===== src/rtl/pga_pkg.sv =====
package pga_pkg;
  // register byte offsets
  localparam logic [7:0] REG_FLAGS = 8'h00;
  localparam logic [7:0] REG_STATE = 8'h04;
  localparam logic [7:0] REG_RISE_MASK = 8'h08;
  localparam logic [7:0] REG_FALL_MASK = 8'h0c;
  localparam logic [7:0] REG_EVT_MASK = 8'h10;
  localparam logic [7:0] REG_MON_CTRL = 8'h14;
  localparam logic [7:0] REG_SEL0 = 8'h18;
  localparam logic [7:0] REG_SEL1 = 8'h1c;
  localparam logic [7:0] REG_OUT_CTRL = 8'h20;
  localparam logic [7:0] REG_CMD = 8'h24;
  // source index: 0 stepdown0,1 stepdown1,2 stepup,3 supply,4 ext1,5 ext2,6 thermal warn
  localparam int NSRC = 7;
  localparam int SRC_STEPUP = 2;
  localparam int SRC_SUPPLY = 3;
  localparam int SRC_EXT1 = 4;
  localparam int SRC_EXT2 = 5;
  localparam int SRC_TWARN = 6;
  // flag bit positions in REG_FLAGS
  localparam int FLG_SRC_LO = 0;
  localparam int FLG_STEPUP_SUM = 7;
  localparam int FLG_DIAG_SUM = 8;
  localparam int FLG_CLK = 9;
  localparam int FLG_MEAS = 10;
  localparam int FLG_RESET = 11;
  localparam int NFLG = 12;
  // event mask positions in REG_EVT_MASK
  localparam int EM_CLK = 0;
  localparam int EM_MEAS = 1;
  localparam int EM_RESET = 2;
  // out ctrl bit positions
  localparam int OC_WINDOW = 0;
  localparam int OC_POL0 = 1;
  localparam int OC_POL1 = 2;
  localparam int OC_OD0 = 3;
  localparam int OC_OD1 = 4;
  localparam int OC_DLY0 = 5;
  localparam int OC_DLY1 = 6;
  localparam int CMD_SWRESET = 0;
  // reset values
  localparam logic [6:0] RST_MASK = 7'h00;
  localparam logic [6:0] RST_MON_EN = 7'h7f;
  localparam logic [6:0] RST_SEL = 7'h7f;
  localparam logic [6:0] RST_OUT_CTRL = 7'h06;
  localparam logic [2:0] RST_EVT_MASK = 3'h0;
  // rise delay
  localparam int CLK_HZ = 50_000_000;
  localparam int RISE_DELAY_MS = 11;
  localparam int RISE_DELAY_CYC = CLK_HZ / 1000 * RISE_DELAY_MS;
  localparam int DLY_W = 20;
endpackage


===== src/rtl/pga_out_if.sv =====
`timescale 1ns/1ps
interface pga_out_if;
  logic ok;
  logic pol;
  logic od;
  logic force_def;
  logic pin_o;
  logic pin_oe;
  modport ctl (output ok, output pol, output od, output force_def, input pin_o, input pin_oe);
  modport drv (input ok, input pol, input od, input force_def, output pin_o, output pin_oe);
endinterface


===== src/rtl/pga_pin_drv.sv =====
`timescale 1ns/1ps
module pga_pin_drv (
  input wire logic clk_in,
  input wire logic arst_n_in,
  pga_out_if.drv port_if
);
  logic level_r;
  wire asserted = port_if.ok & ~port_if.force_def;
  // default state is inactive level of the polarity
  wire level_nxt = asserted ? port_if.pol : ~port_if.pol;
  always_ff @(posedge clk_in or negedge arst_n_in) begin
    if (!arst_n_in) begin
      level_r <= 1'b0;
    end else begin
      level_r <= level_nxt;
    end
  end
  // open drain only pulls low
  assign port_if.pin_o = level_r;
  assign port_if.pin_oe = port_if.od ? ~level_r : 1'b1;
endmodule


===== src/rtl/pga_assert_dly.sv =====
`timescale 1ns/1ps
module pga_assert_dly #(
  parameter int DELAY_CYC = pga_pkg::RISE_DELAY_CYC
) (
  input wire logic clk_in,
  input wire logic arst_n_in,
  input wire logic good_in,
  input wire logic dly_en_in,
  output logic ok_out
);
  logic [pga_pkg::DLY_W-1:0] cnt_r;
  wire [pga_pkg::DLY_W-1:0] lim = pga_pkg::DLY_W'(DELAY_CYC - 1);
  wire done = cnt_r >= lim;
  always_ff @(posedge clk_in or negedge arst_n_in) begin
    if (!arst_n_in) begin
      cnt_r <= '0;
    end else if (!good_in) begin
      cnt_r <= '0;
    end else if (!done) begin
      cnt_r <= cnt_r + 1'b1;
    end
  end
  // deassert at once, assert after delay when enabled
  assign ok_out = good_in & (~dly_en_in | done);
  a_dly_wait: assert property (@(posedge clk_in) disable iff (!arst_n_in)
    $rose(good_in) && dly_en_in |-> !ok_out) else $error("early assert");
endmodule


===== src/rtl/pga_top.sv =====
`timescale 1ns/1ps
// Function
// - step-up good edges set step-up summary and flag, edge masks, write 1 clears
// - ext monitor 1 edges set diag summary and flag, state readable
// - ext monitor 2 edges set diag summary and flag, edge masks
// - supply monitor edges set diag summary and flag, edge masks
// - sync clock appear, vanish or absent sets maskable clock flag
// - measurement done sets maskable flag, no state bit, write 1 clears
// - undervoltage resets all registers, no flag raised
// - start-up or software reset sets maskable reset flag
// - sources chosen independently for irq pin and both outputs
// - only voltage monitored; per-source enable bits
// - disabled converter is masked from outputs and interrupts
// - window bit 0 checks undervoltage only, 1 also overvoltage
// - monitoring interrupts combine onto irq pin via masks
// - per-output select bits pick sources, separately for each output
// - each output has polarity and open-drain bits
// - output asserted only while all selected sources are in tolerance
// - rise delay bit waits 11 ms before asserting
// - thermal shutdown or overvoltage forces outputs to default
// - gated or continuous mode fixed by factory strap
// - irq pin low while any source flag or unmasked event flag set
module pga_top #(
  parameter int RISE_DELAY_CYC = pga_pkg::RISE_DELAY_CYC
) (
  input wire logic CLK_SYS_IN,
  input wire logic ARST_N_IN,
  input wire logic HSEL_IN,
  input wire logic [31:0] HADDR_IN,
  input wire logic [1:0] HTRANS_IN,
  input wire logic HWRITE_IN,
  input wire logic [2:0] HSIZE_IN,
  input wire logic [31:0] HWDATA_IN,
  input wire logic HREADY_IN,
  output logic [31:0] HRDATA_OUT,
  output logic HREADYOUT_OUT,
  output logic HRESP_OUT,
  input wire logic [6:0] UNDER_OK_IN,
  input wire logic [6:0] OVER_OK_IN,
  input wire logic [2:0] CONV_ENABLED_IN,
  input wire logic SYNC_CLK_EVENT_IN,
  input wire logic MEAS_DONE_IN,
  input wire logic UVLO_IN,
  input wire logic THERMAL_SD_IN,
  input wire logic SUPPLY_OVP_IN,
  input wire logic CONT_MODE_STRAP_IN,
  output logic IRQ_N_OUT,
  output logic POWER_OK_OUT_0,
  output logic POWER_OK_OE_OUT_0,
  output logic POWER_OK_OUT_1,
  output logic POWER_OK_OE_OUT_1,
  output logic CONT_MODE_OUT
);
  localparam int N = pga_pkg::NSRC;
  // pin inputs cross two flops
  logic [N-1:0] uv_s1_r, uv_s2_r, ov_s1_r, ov_s2_r;
  logic [2:0] en_s1_r, en_s2_r;
  logic [4:0] ev_s1_r, ev_s2_r, ev_d_r;
  logic uvlo_s1_r, uvlo_s2_r;
  // monitors start at the good level so release gives no false edge
  always_ff @(posedge CLK_SYS_IN or negedge ARST_N_IN) begin
    if (!ARST_N_IN) begin
      uv_s1_r <= '1;
      uv_s2_r <= '1;
      ov_s1_r <= '1;
      ov_s2_r <= '1;
      en_s1_r <= '0;
      en_s2_r <= '0;
      ev_s1_r <= '0;
      ev_s2_r <= '0;
      ev_d_r <= '0;
      uvlo_s1_r <= 1'b0;
      uvlo_s2_r <= 1'b0;
    end else begin
      uv_s1_r <= UNDER_OK_IN;
      uv_s2_r <= uv_s1_r;
      ov_s1_r <= OVER_OK_IN;
      ov_s2_r <= ov_s1_r;
      en_s1_r <= CONV_ENABLED_IN;
      en_s2_r <= en_s1_r;
      ev_s1_r <= {SUPPLY_OVP_IN, THERMAL_SD_IN, CONT_MODE_STRAP_IN, MEAS_DONE_IN,
                  SYNC_CLK_EVENT_IN};
      ev_s2_r <= ev_s1_r;
      ev_d_r <= ev_s2_r;
      uvlo_s1_r <= UVLO_IN;
      uvlo_s2_r <= uvlo_s1_r;
    end
  end
  wire clk_ev = ev_s2_r[0] & ~ev_d_r[0];
  wire meas_ev = ev_s2_r[1] & ~ev_d_r[1];
  wire fault_force = ev_s2_r[3] | ev_s2_r[4];

  // software registers
  logic [6:0] rise_mask_r, fall_mask_r, mon_en_r, sel0_r, sel1_r, out_ctrl_r;
  logic [2:0] evt_mask_r;
  logic [pga_pkg::NFLG-1:0] flags_r, flags_nxt;
  logic [N-1:0] good_d_r;
  logic init_r, swreset_r, cont_mode_r, strap_done_r;
  logic [1:0] strap_wait_r;

  // ahb-lite slave, zero wait states
  logic wr_pend_r, rd_pend_r;
  logic [7:0] addr_r;
  wire take = HSEL_IN & HTRANS_IN[1] & HREADY_IN;
  wire do_wr = wr_pend_r;
  wire [31:0] wd = HWDATA_IN;
  assign HREADYOUT_OUT = 1'b1;
  assign HRESP_OUT = 1'b0;

  function automatic logic hit(input logic [7:0] a, input logic [7:0] off);
    hit = (a == off);
  endfunction
  wire wr_flags = do_wr & hit(addr_r, pga_pkg::REG_FLAGS);
  wire wr_cmd = do_wr & hit(addr_r, pga_pkg::REG_CMD);
  wire sw_reset = wr_cmd & wd[pga_pkg::CMD_SWRESET];

  // monitor evaluation
  wire [N-1:0] conv_en = {4'hf, en_s2_r};
  wire win = out_ctrl_r[pga_pkg::OC_WINDOW];
  wire [N-1:0] good_now = uv_s2_r & (win ? ov_s2_r : {N{1'b1}});
  wire [N-1:0] active = mon_en_r & conv_en;
  wire [N-1:0] good_eff = good_now | ~active;
  wire [N-1:0] rose = active & good_now & ~good_d_r;
  wire [N-1:0] fell = active & ~good_now & good_d_r;
  wire [N-1:0] src_hit = (rose & ~rise_mask_r) | (fell & ~fall_mask_r);
  wire diag_hit = src_hit[pga_pkg::SRC_SUPPLY] | src_hit[pga_pkg::SRC_EXT1] |
    src_hit[pga_pkg::SRC_EXT2];
  wire [pga_pkg::NFLG-1:0] set_vec = {
    init_r | swreset_r,
    meas_ev,
    clk_ev,
    diag_hit,
    src_hit[pga_pkg::SRC_STEPUP],
    src_hit};
  wire [pga_pkg::NFLG-1:0] clr_vec = wr_flags ? wd[pga_pkg::NFLG-1:0] : '0;
  // set beats clear in the same cycle
  assign flags_nxt = (flags_r & ~clr_vec) | set_vec;

  always_ff @(posedge CLK_SYS_IN or negedge ARST_N_IN) begin
    if (!ARST_N_IN) begin
      wr_pend_r <= 1'b0;
      rd_pend_r <= 1'b0;
      addr_r <= '0;
    end else begin
      wr_pend_r <= take & HWRITE_IN;
      rd_pend_r <= take & ~HWRITE_IN;
      if (take) begin
        addr_r <= HADDR_IN[7:0];
      end
    end
  end

  // undervoltage or software reset returns all control registers to defaults
  wire soft_clr = uvlo_s2_r | sw_reset;
  always_ff @(posedge CLK_SYS_IN or negedge ARST_N_IN) begin
    if (!ARST_N_IN) begin
      rise_mask_r <= pga_pkg::RST_MASK;
      fall_mask_r <= pga_pkg::RST_MASK;
      evt_mask_r <= pga_pkg::RST_EVT_MASK;
      mon_en_r <= pga_pkg::RST_MON_EN;
      sel0_r <= pga_pkg::RST_SEL;
      sel1_r <= pga_pkg::RST_SEL;
      out_ctrl_r <= pga_pkg::RST_OUT_CTRL;
    end else if (soft_clr) begin
      rise_mask_r <= pga_pkg::RST_MASK;
      fall_mask_r <= pga_pkg::RST_MASK;
      evt_mask_r <= pga_pkg::RST_EVT_MASK;
      mon_en_r <= pga_pkg::RST_MON_EN;
      sel0_r <= pga_pkg::RST_SEL;
      sel1_r <= pga_pkg::RST_SEL;
      out_ctrl_r <= pga_pkg::RST_OUT_CTRL;
    end else if (do_wr) begin
      if (hit(addr_r, pga_pkg::REG_RISE_MASK)) rise_mask_r <= wd[6:0];
      if (hit(addr_r, pga_pkg::REG_FALL_MASK)) fall_mask_r <= wd[6:0];
      if (hit(addr_r, pga_pkg::REG_EVT_MASK)) evt_mask_r <= wd[2:0];
      if (hit(addr_r, pga_pkg::REG_MON_CTRL)) mon_en_r <= wd[6:0];
      if (hit(addr_r, pga_pkg::REG_SEL0)) sel0_r <= wd[6:0];
      if (hit(addr_r, pga_pkg::REG_SEL1)) sel1_r <= wd[6:0];
      if (hit(addr_r, pga_pkg::REG_OUT_CTRL)) out_ctrl_r <= wd[6:0];
    end
  end

  always_ff @(posedge CLK_SYS_IN or negedge ARST_N_IN) begin
    if (!ARST_N_IN) begin
      flags_r <= '0;
      good_d_r <= '1;
      strap_wait_r <= '0;
      init_r <= 1'b1;
      swreset_r <= 1'b0;
      strap_done_r <= 1'b0;
      cont_mode_r <= 1'b0;
    end else begin
      // uvlo clears flags without raising one
      flags_r <= uvlo_s2_r ? '0 : flags_nxt;
      good_d_r <= good_now;
      init_r <= uvlo_s2_r; // start-up after supply returns
      swreset_r <= sw_reset;
      // factory mode caught once, after the synchroniser has filled
      strap_wait_r <= {strap_wait_r[0], 1'b1};
      strap_done_r <= strap_wait_r[1];
      if (strap_wait_r[1] && !strap_done_r) cont_mode_r <= ev_s2_r[2];
    end
  end
  assign CONT_MODE_OUT = cont_mode_r;

  // irq pin: any source flag plus unmasked event flags
  wire [2:0] evt_flags = {flags_r[pga_pkg::FLG_RESET], flags_r[pga_pkg::FLG_MEAS],
    flags_r[pga_pkg::FLG_CLK]};
  wire irq_any = (|flags_r[N-1:0]) | (|(evt_flags & ~evt_mask_r));
  assign IRQ_N_OUT = ~irq_any;

  // power-good outputs
  wire [N-1:0] sel_good0 = good_eff | ~sel0_r;
  wire [N-1:0] sel_good1 = good_eff | ~sel1_r;
  wire all_good0 = &sel_good0;
  wire all_good1 = &sel_good1;
  logic ok0, ok1;
  pga_assert_dly #(.DELAY_CYC(RISE_DELAY_CYC)) u_dly0 (
    .clk_in(CLK_SYS_IN),
    .arst_n_in(ARST_N_IN),
    .good_in(all_good0),
    .dly_en_in(out_ctrl_r[pga_pkg::OC_DLY0]),
    .ok_out(ok0)
  );
  pga_assert_dly #(.DELAY_CYC(RISE_DELAY_CYC)) u_dly1 (
    .clk_in(CLK_SYS_IN),
    .arst_n_in(ARST_N_IN),
    .good_in(all_good1),
    .dly_en_in(out_ctrl_r[pga_pkg::OC_DLY1]),
    .ok_out(ok1)
  );
  pga_out_if o0 ();
  pga_out_if o1 ();
  assign o0.ok = ok0;
  assign o0.pol = out_ctrl_r[pga_pkg::OC_POL0];
  assign o0.od = out_ctrl_r[pga_pkg::OC_OD0];
  assign o0.force_def = fault_force;
  assign o1.ok = ok1;
  assign o1.pol = out_ctrl_r[pga_pkg::OC_POL1];
  assign o1.od = out_ctrl_r[pga_pkg::OC_OD1];
  assign o1.force_def = fault_force;
  pga_pin_drv u_pin0 (.clk_in(CLK_SYS_IN), .arst_n_in(ARST_N_IN), .port_if(o0));
  pga_pin_drv u_pin1 (.clk_in(CLK_SYS_IN), .arst_n_in(ARST_N_IN), .port_if(o1));
  assign POWER_OK_OUT_0 = o0.pin_o;
  assign POWER_OK_OE_OUT_0 = o0.pin_oe;
  assign POWER_OK_OUT_1 = o1.pin_o;
  assign POWER_OK_OE_OUT_1 = o1.pin_oe;

  // read mux, unmapped reads zero
  logic [31:0] rdata;
  always_comb begin
    rdata = '0;
    case (addr_r)
      pga_pkg::REG_FLAGS: rdata[pga_pkg::NFLG-1:0] = flags_r;
      pga_pkg::REG_STATE: rdata[N-1:0] = good_now;
      pga_pkg::REG_RISE_MASK: rdata[6:0] = rise_mask_r;
      pga_pkg::REG_FALL_MASK: rdata[6:0] = fall_mask_r;
      pga_pkg::REG_EVT_MASK: rdata[2:0] = evt_mask_r;
      pga_pkg::REG_MON_CTRL: rdata[6:0] = mon_en_r;
      pga_pkg::REG_SEL0: rdata[6:0] = sel0_r;
      pga_pkg::REG_SEL1: rdata[6:0] = sel1_r;
      pga_pkg::REG_OUT_CTRL: rdata[7:0] = {cont_mode_r, out_ctrl_r};
      default: rdata = '0;
    endcase
  end
  assign HRDATA_OUT = rd_pend_r ? rdata : '0;

  a_flag_sets: assert property (@(posedge CLK_SYS_IN) disable iff (!ARST_N_IN)
    src_hit[pga_pkg::SRC_STEPUP] && !uvlo_s2_r |=> flags_r[pga_pkg::FLG_STEPUP_SUM])
    else $error("stepup flag missed");
  a_diag_sum: assert property (@(posedge CLK_SYS_IN) disable iff (!ARST_N_IN)
    diag_hit && !uvlo_s2_r |=> flags_r[pga_pkg::FLG_DIAG_SUM])
    else $error("diag flag missed");
  a_irq_level: assert property (@(posedge CLK_SYS_IN) disable iff (!ARST_N_IN)
    (|flags_r[N-1:0]) |-> !IRQ_N_OUT) else $error("irq not low");
  a_uvlo_clear: assert property (@(posedge CLK_SYS_IN) disable iff (!ARST_N_IN)
    uvlo_s2_r |=> flags_r == '0 && mon_en_r == pga_pkg::RST_MON_EN)
    else $error("uvlo clear failed");
  a_force_def: assert property (@(posedge CLK_SYS_IN) disable iff (!ARST_N_IN)
    fault_force && o0.pol |=> !POWER_OK_OUT_0) else $error("pg0 not forced");
  a_good_drop: assert property (@(posedge CLK_SYS_IN) disable iff (!ARST_N_IN)
    !all_good0 && !fault_force |=> POWER_OK_OUT_0 == !$past(o0.pol))
    else $error("pg0 not dropped");
  a_swreset_flag: assert property (@(posedge CLK_SYS_IN) disable iff (!ARST_N_IN)
    sw_reset && !uvlo_s2_r ##1 !uvlo_s2_r |=> flags_r[pga_pkg::FLG_RESET])
    else $error("reset flag missed");
  a_dis_masked: assert property (@(posedge CLK_SYS_IN) disable iff (!ARST_N_IN)
    !en_s2_r[0] |-> !src_hit[0]) else $error("disabled converter hit");
  c_irq: cover property (@(posedge CLK_SYS_IN) disable iff (!ARST_N_IN) $fell(IRQ_N_OUT));
  c_clear: cover property (@(posedge CLK_SYS_IN) disable iff (!ARST_N_IN) $rose(IRQ_N_OUT));
  c_pg_rise: cover property (@(posedge CLK_SYS_IN) disable iff (!ARST_N_IN) $rose(ok0));
endmodule


===== config.mk =====
export PLATFORM = sky130hd
export DESIGN_NAME = pga_top
export DESIGN_NICKNAME = d
export VERILOG_FILES = /design/src/rtl/pga_pkg.sv /design/src/rtl/pga_out_if.sv /design/src/rtl/pga_pin_drv.sv /design/src/rtl/pga_assert_dly.sv /design/src/rtl/pga_top.sv
export SDC_FILE = /design/constraint.sdc
export NUM_CORES = 1
export LEC_CHECK = 0
export ABC_AREA = 1
export BUFFER_PORTS_ARGS = -buffer_cell sky130_fd_sc_hd__buf_2
export CAP_MARGIN = 20
export CORE_MARGIN = 5
export CORE_UTILIZATION = 57
export CTS_CLUSTER_SIZE = 12
export DETAILED_ROUTE_END_ITERATION = 6
export GPL_ROUTABILITY_DRIVEN = 0
export PLACE_DENSITY_LB_ADDON = 0.2
export SYNTH_ARGS = -nofsm -noshare
export SYNTH_HDL_FRONTEND = slang
export SYNTH_SLANG_ARGS = --single-unit

===== constraint.sdc =====
create_clock -name CLK_SYS_IN -period 2.5 [get_ports CLK_SYS_IN]
set_clock_uncertainty 0.2 [all_clocks]
set_input_delay 0.75 -clock CLK_SYS_IN [delete_from_list [all_inputs] [get_ports CLK_SYS_IN]]
set_output_delay 0.75 -clock CLK_SYS_IN [all_outputs]
set_load 0.02 [all_outputs]

# == Yosys cells after proc, flatten, opt, wreduce, memory -nomap -nowiden ==
# Cells that the tools add are included.
# op_classes
addsub,2
magnitude_cmp,2
n_eq_ne,11
muxes,37
bitwise,56
n_reduce_logical,22
# ops
cell,n
7-bit 2-to-1 mux,19
20-bit 2-to-1 mux,4
7-bit AND,8
7-bit inverter,7
"20-bit by 1-bit adder with 20-bit output, second input constant",2
"20-bit >= comparator, second input constant",2
12-bit 2-to-1 mux,3
"8-bit by 5-bit equality test with 1-bit output, second input constant",4
4-bit case mux with 8 select lines,1
7-bit OR,4
3-bit case mux with 9 select lines,1
"8-bit by 4-bit equality test with 1-bit output, second input constant",2
"8-bit by 6-bit equality test with 1-bit output, second input constant",2
2-bit nonzero test,8
2-bit AND reduction,7
7-bit AND reduction,2
1-bit AND,13
12-bit AND,1
12-bit inverter,1
12-bit OR,1
1-bit inverter,11
3-bit 2-to-1 mux,3
"8-bit by 3-bit equality test with 1-bit output, second input constant",1
8-bit zero test,1
11 further kinds,22
# totals
ff_bits,170
in_bits,97
out_inout_bits,40
wordCells,162

# == Logic depth before layout (Yosys ltp) ==
# depth
depth_word,11
depth_mapped,12
ltp_nobuf,11

# == Modules after synthesis ==
# A second synthesis with hierarchy kept.
# hier_totals
hier_cells,1110
hier_area_um2,8794.7
# by_module_without_submodules
mod,n_inst,cells_each,area_each_um2,seq_area_each_um2
pga_top,1,647,5759.3,3276.9
pga_assert_dly at u_dly1,1,224,1482.7,500.5
pga_assert_dly at u_dly0,1,223,1447.6,500.5
pga_pin_drv,2,8,52.6,25.0

# == Least setup slack after synthesis ==
# No wires, ideal clock.
# synth_path
path_kind,register to output
start,register addr_r[2]
end,output HRDATA_OUT[2]
arrival_ns,1.544
required_time_ns,1.550
setup_slack_ns,0.006
stages_incl_launch_ff,9
n_path_buf,1
path_cell_list,dfrtp_1 inv_1 nand3_2 nor2_1 buf_4 nand2_1 nand2_1 a21oi_1 a21oi_1
# synth_between
elab_chain_cells,3
elab_cells_between_ends,11
cone_classes,eq/ne: 8; mux: 2; reduce/logical: 1
# synth_lines
element,line,text
from (decl),pga_top.sv:103,logic [7:0] addr_r;
from (signal assigned),pga_top.sv:148,addr_r <= HADDR_IN[7:0];
"8-bit by 6-bit equality test with 1-bit output, or another cell as far along",pga_top.sv:253,case (addr_r)
3-bit case mux with 9 select lines (*),pga_top.sv:253,
12-bit 2-to-1 mux (*),pga_top.sv:266,assign HRDATA_OUT = rd_pend_r ? rdata : '0;
to (decl),pga_top.sv:35,"output logic [31:0] HRDATA_OUT,"
# Mark *: on every way between the ends. The rest lies on a longest branch, timed or not.

# == Worst setup path after layout ==
# layout_path
start,register addr_r[7]
end,output HRDATA_OUT[0]
# Same word-level chain as after synthesis.

==> results by group <==
Run status
  • Outcome: complete, but fails checks
  • Failing checks: setup timing

Timing
  • Fin Hold WS: 0.04089 ns
  • Setup TNS Final: -5.495 ns
  • Final setup vio count: 13
  • Final Hold Viols: 0
  • Ratio of final minimum period to clock period: 121.1%
  • Fin worst setup slack: -0.5283 ns
  • Tmin final: 3.028 ns
  • Worst slew margin: 41.34%
  • Worst-margin pin slew: 0.8767 ns
  • Pins Over Slew Limit: 0
  • Max frequency: 330.2 MHz
  • RSZ-0062 raised after global routing: yes

Setup path
  • CP Max Fanout: 7
  • Reg2reg start: u_dly0.cnt_r[0]$_DFFE_PN0P_
  • Worst Setup SP: addr_r[7]$_DFFE_PN0P_
  • Startpoint types: flip-flop
  • CP required: 1.55 ns
  • Crit path kind: reg2out
  • CP Capture Type: output port
  • Arrival @ worst endpoint: 2.08 ns

Yosys
  • Synth Instances: 1,038
  • Synthesized flop and latch total: 170
  • Synth unique cells: 39
  • Post-synth top flop: dfrtp_1
  • Register area share after synthesis: 50.86%
  • Mapped cell area: 8509 um^2
  • Fraction of registers with async set/reset: 100.0%
  • Avg Cell Area, Syn: 8.198 um^2
  • EDFF count, synth: 0
  • Syn. warnings: 0

Clocking
  • Max clock buf depth: 2
  • CTS Hold Buffers Added: 0
  • TritonCTS clock tree: built
  • Latest clock arrival within the worst-skew pair: 0.44 ns
  • Root Buffer: clkbuf_16
  • # H-tree levels: 4
  • Clock sink count: 170
  • Clock slew at reported path FFs: 0.07 ns
  • CTS Buf Count: 17

Power and ir drop
  • Total Power: 6.358 mW
  • Leak: 4.875 nW
  • Pwr/cell area: 637.1 nW/um^2
  • Maximum vdd drop: 0.0007168 V

Drt
  • Routed len/inst: 14.89 um
  • Final WL: 20.11 mm
  • DRT Pass-1 Iters: 5
  • 1st-iter DRT viols: 647
  • DR vias: 7,128
  • Avg Vias per Cell: 5.280
  • Antenna Nets Post-Route: 0
  • Post-route DRC: 0

Layout
  • Layout Nets: 1,252
  • Final std cells w/o fill: 1,350
  • Share of cells above drive strength 1: 23.58%
  • Final core utilization: 68.41%
  • Number of fill cells: 1,189
  • Final instance area: 9981 um^2
  • N_diodes: 0
  • Synthesis-to-layout area growth: 17.29%

Die
  • Num ports: 137
  • Core area: 14,590 um^2
  • Die width: 132.2 um
  • Cell Rows: 44
  • DIE AREA: 17,470 um^2
  • Die height: 132.2 um
  • Initial core utilization: 58.33%

Run
  • Max-cap viol count: 0

GRT
  • Vias in the first global route: 6,799
  • Initial antenna violation count: 0
  • GRT overflow: 0
  • Pin count of the biggest net entering global routing: 50
  • First-pass GRT wire length: 33.83 mm
  • GRT Total Usage: 23.82%

Placement
  • PortBufs: 66
  • Place WS: -0.1418 ns
  • Hpwl dp: 14.53 mm
  • Post-Place Cells: 1,315
  • Cell Area, Placed: 9214 um^2

Min path
  • Hold Crit Class: in2async
-- cell families after synthesis --
group / after synthesis / synth area share (%)
other: 2 / 0.08826
xor gates and xnor gates: 29 / 2.985
AOI/OAI and AO/OA: 82 / 4.955
DFF: 170 / 50.86
buffers and inverters: 153 / 9.440
muxes: 2 / 0.2646
adders and majority gates: 2 / 0.2940
and+or+nand+nor: 598 / 31.11
-- worst paths after layout --
kind	endpoint	slack, ns	depth (start not counted)
setup / recovery	HRDATA_OUT[0]	-0.53	10
hold / removal	en_s1_r[0]$_DFF_PN0_	0.04	1
setup reg to reg	u_dly0.cnt_r[13]$_DFFE_PN0P_	0.32	8
hold reg to reg	ev_s2_r[3]$_DFF_PN0_	0.15	0
max in group asynchronous	uv_s1_r[6]$_DFF_PN1_	1.37	2
min in group CLK_SYS_IN	ev_s2_r[3]$_DFF_PN0_	0.15	0
-- Yosys cell counts (all sizes together), types with 4 or more instances --
cell | count | area [um^2]
nand2 | 281 | 1072
nand3 | 143 | 735.7
nor2 | 132 | 553.0
dfrtp | 111 | 2778
inv | 103 | 391.6
dfstp | 59 | 1550
buf | 47 | 399.1
o21ai | 46 | 234.0
a21oi | 30 | 150.1
nand4 | 17 | 106.4
xor2 | 17 | 148.9
nand3b | 12 | 90.09
xnor2 | 12 | 105.1
nor3 | 8 | 56.31
a31oi | 4 | 25.02
-- state kept, by name (all words and copies together) (netlist names), 3 cells and up --
signal and flops:
fall_mask_r 7, uv_s1_r 7, ov_s1_r 7, flags_r 12
en_s2_r 3, ev_s1_r 5, addr_r 8, ov_s2_r 7
out_ctrl_r 7, uv_s2_r 7, mon_en_r 7, u_dly1.cnt_r 20
evt_mask_r 3, ev_s2_r 5, rise_mask_r 7, en_s1_r 3
sel0_r 7, u_dly0.cnt_r 20, sel1_r 7, good_d_r 7
-- layout make-up --
cell class / instances / area, um^2 / area share (%)
Multi-Input combinational cell: 736 / 3555 / 35.61
Clock buffer: 20 / 479.2 / 4.801
Clock inverter: 12 / 110.1 / 1.103
Timing Repair Buffer: 125 / 887.1 / 8.888
Tap cell: 184 / 230.2 / 2.307
Sequential cell: 170 / 4328 / 43.36
Inverter: 103 / 391.6 / 3.924
-- metal layers --
metal,vias up,share of wire (%),track usage [%]
li1,3503,-,-
met5,-,0,0
met1,3345,44,32.88
met4,0,2.2,8.428
met3,38,7.5,6.221
met2,242,47,36.66
-- what timing repair did --
item | CTS | global route
pin swaps | 7 | 7
buffers inserted | 1 | 2
resized for setup | 43 | 8
endpoints found under the setup margin | 13 | 13
-- where the power goes --
group,internal [mW],total [mW],switching [mW]
sequential,2.94,3.06,0.115
clock,1.44,2.62,1.18
combinational,0.241,0.679,0.439
total,4.62,6.36,1.74
-- critical path: stages (launching register included) --
cell and delay (ns):
dfrtp_1 0.41, nor2_4 0.19, buf_6 0.12, nand3_4 0.06
nor2_4 0.24, buf_6 0.14, nand2_2 0.03, nand2_1 0.07
a21oi_1 0.04, a21oi_1 0.16, buf_4 0.17
-- layout by cell type, fill, tap and decap left out, types with 17 or more instances in the layout --
| cell type | instances |
|---|---|
| nand2_1 | 269 |
| nand3_1 | 138 |
| nor2_1 | 116 |
| dfrtp_1 | 111 |
| inv_1 | 91 |
| dfstp_2 | 59 |
| buf_2 | 57 |
| buf_4 | 53 |
| a21oi_1 | 25 |
| o21ai_0 | 24 |
| conb_1 | 23 |
| o21ai_1 | 20 |
| clkbuf_16 | 19 |
| nand4_1 | 17 |
| xor2_1 | 17 |
No activity file was read; power rests on OpenSTA's default activity.
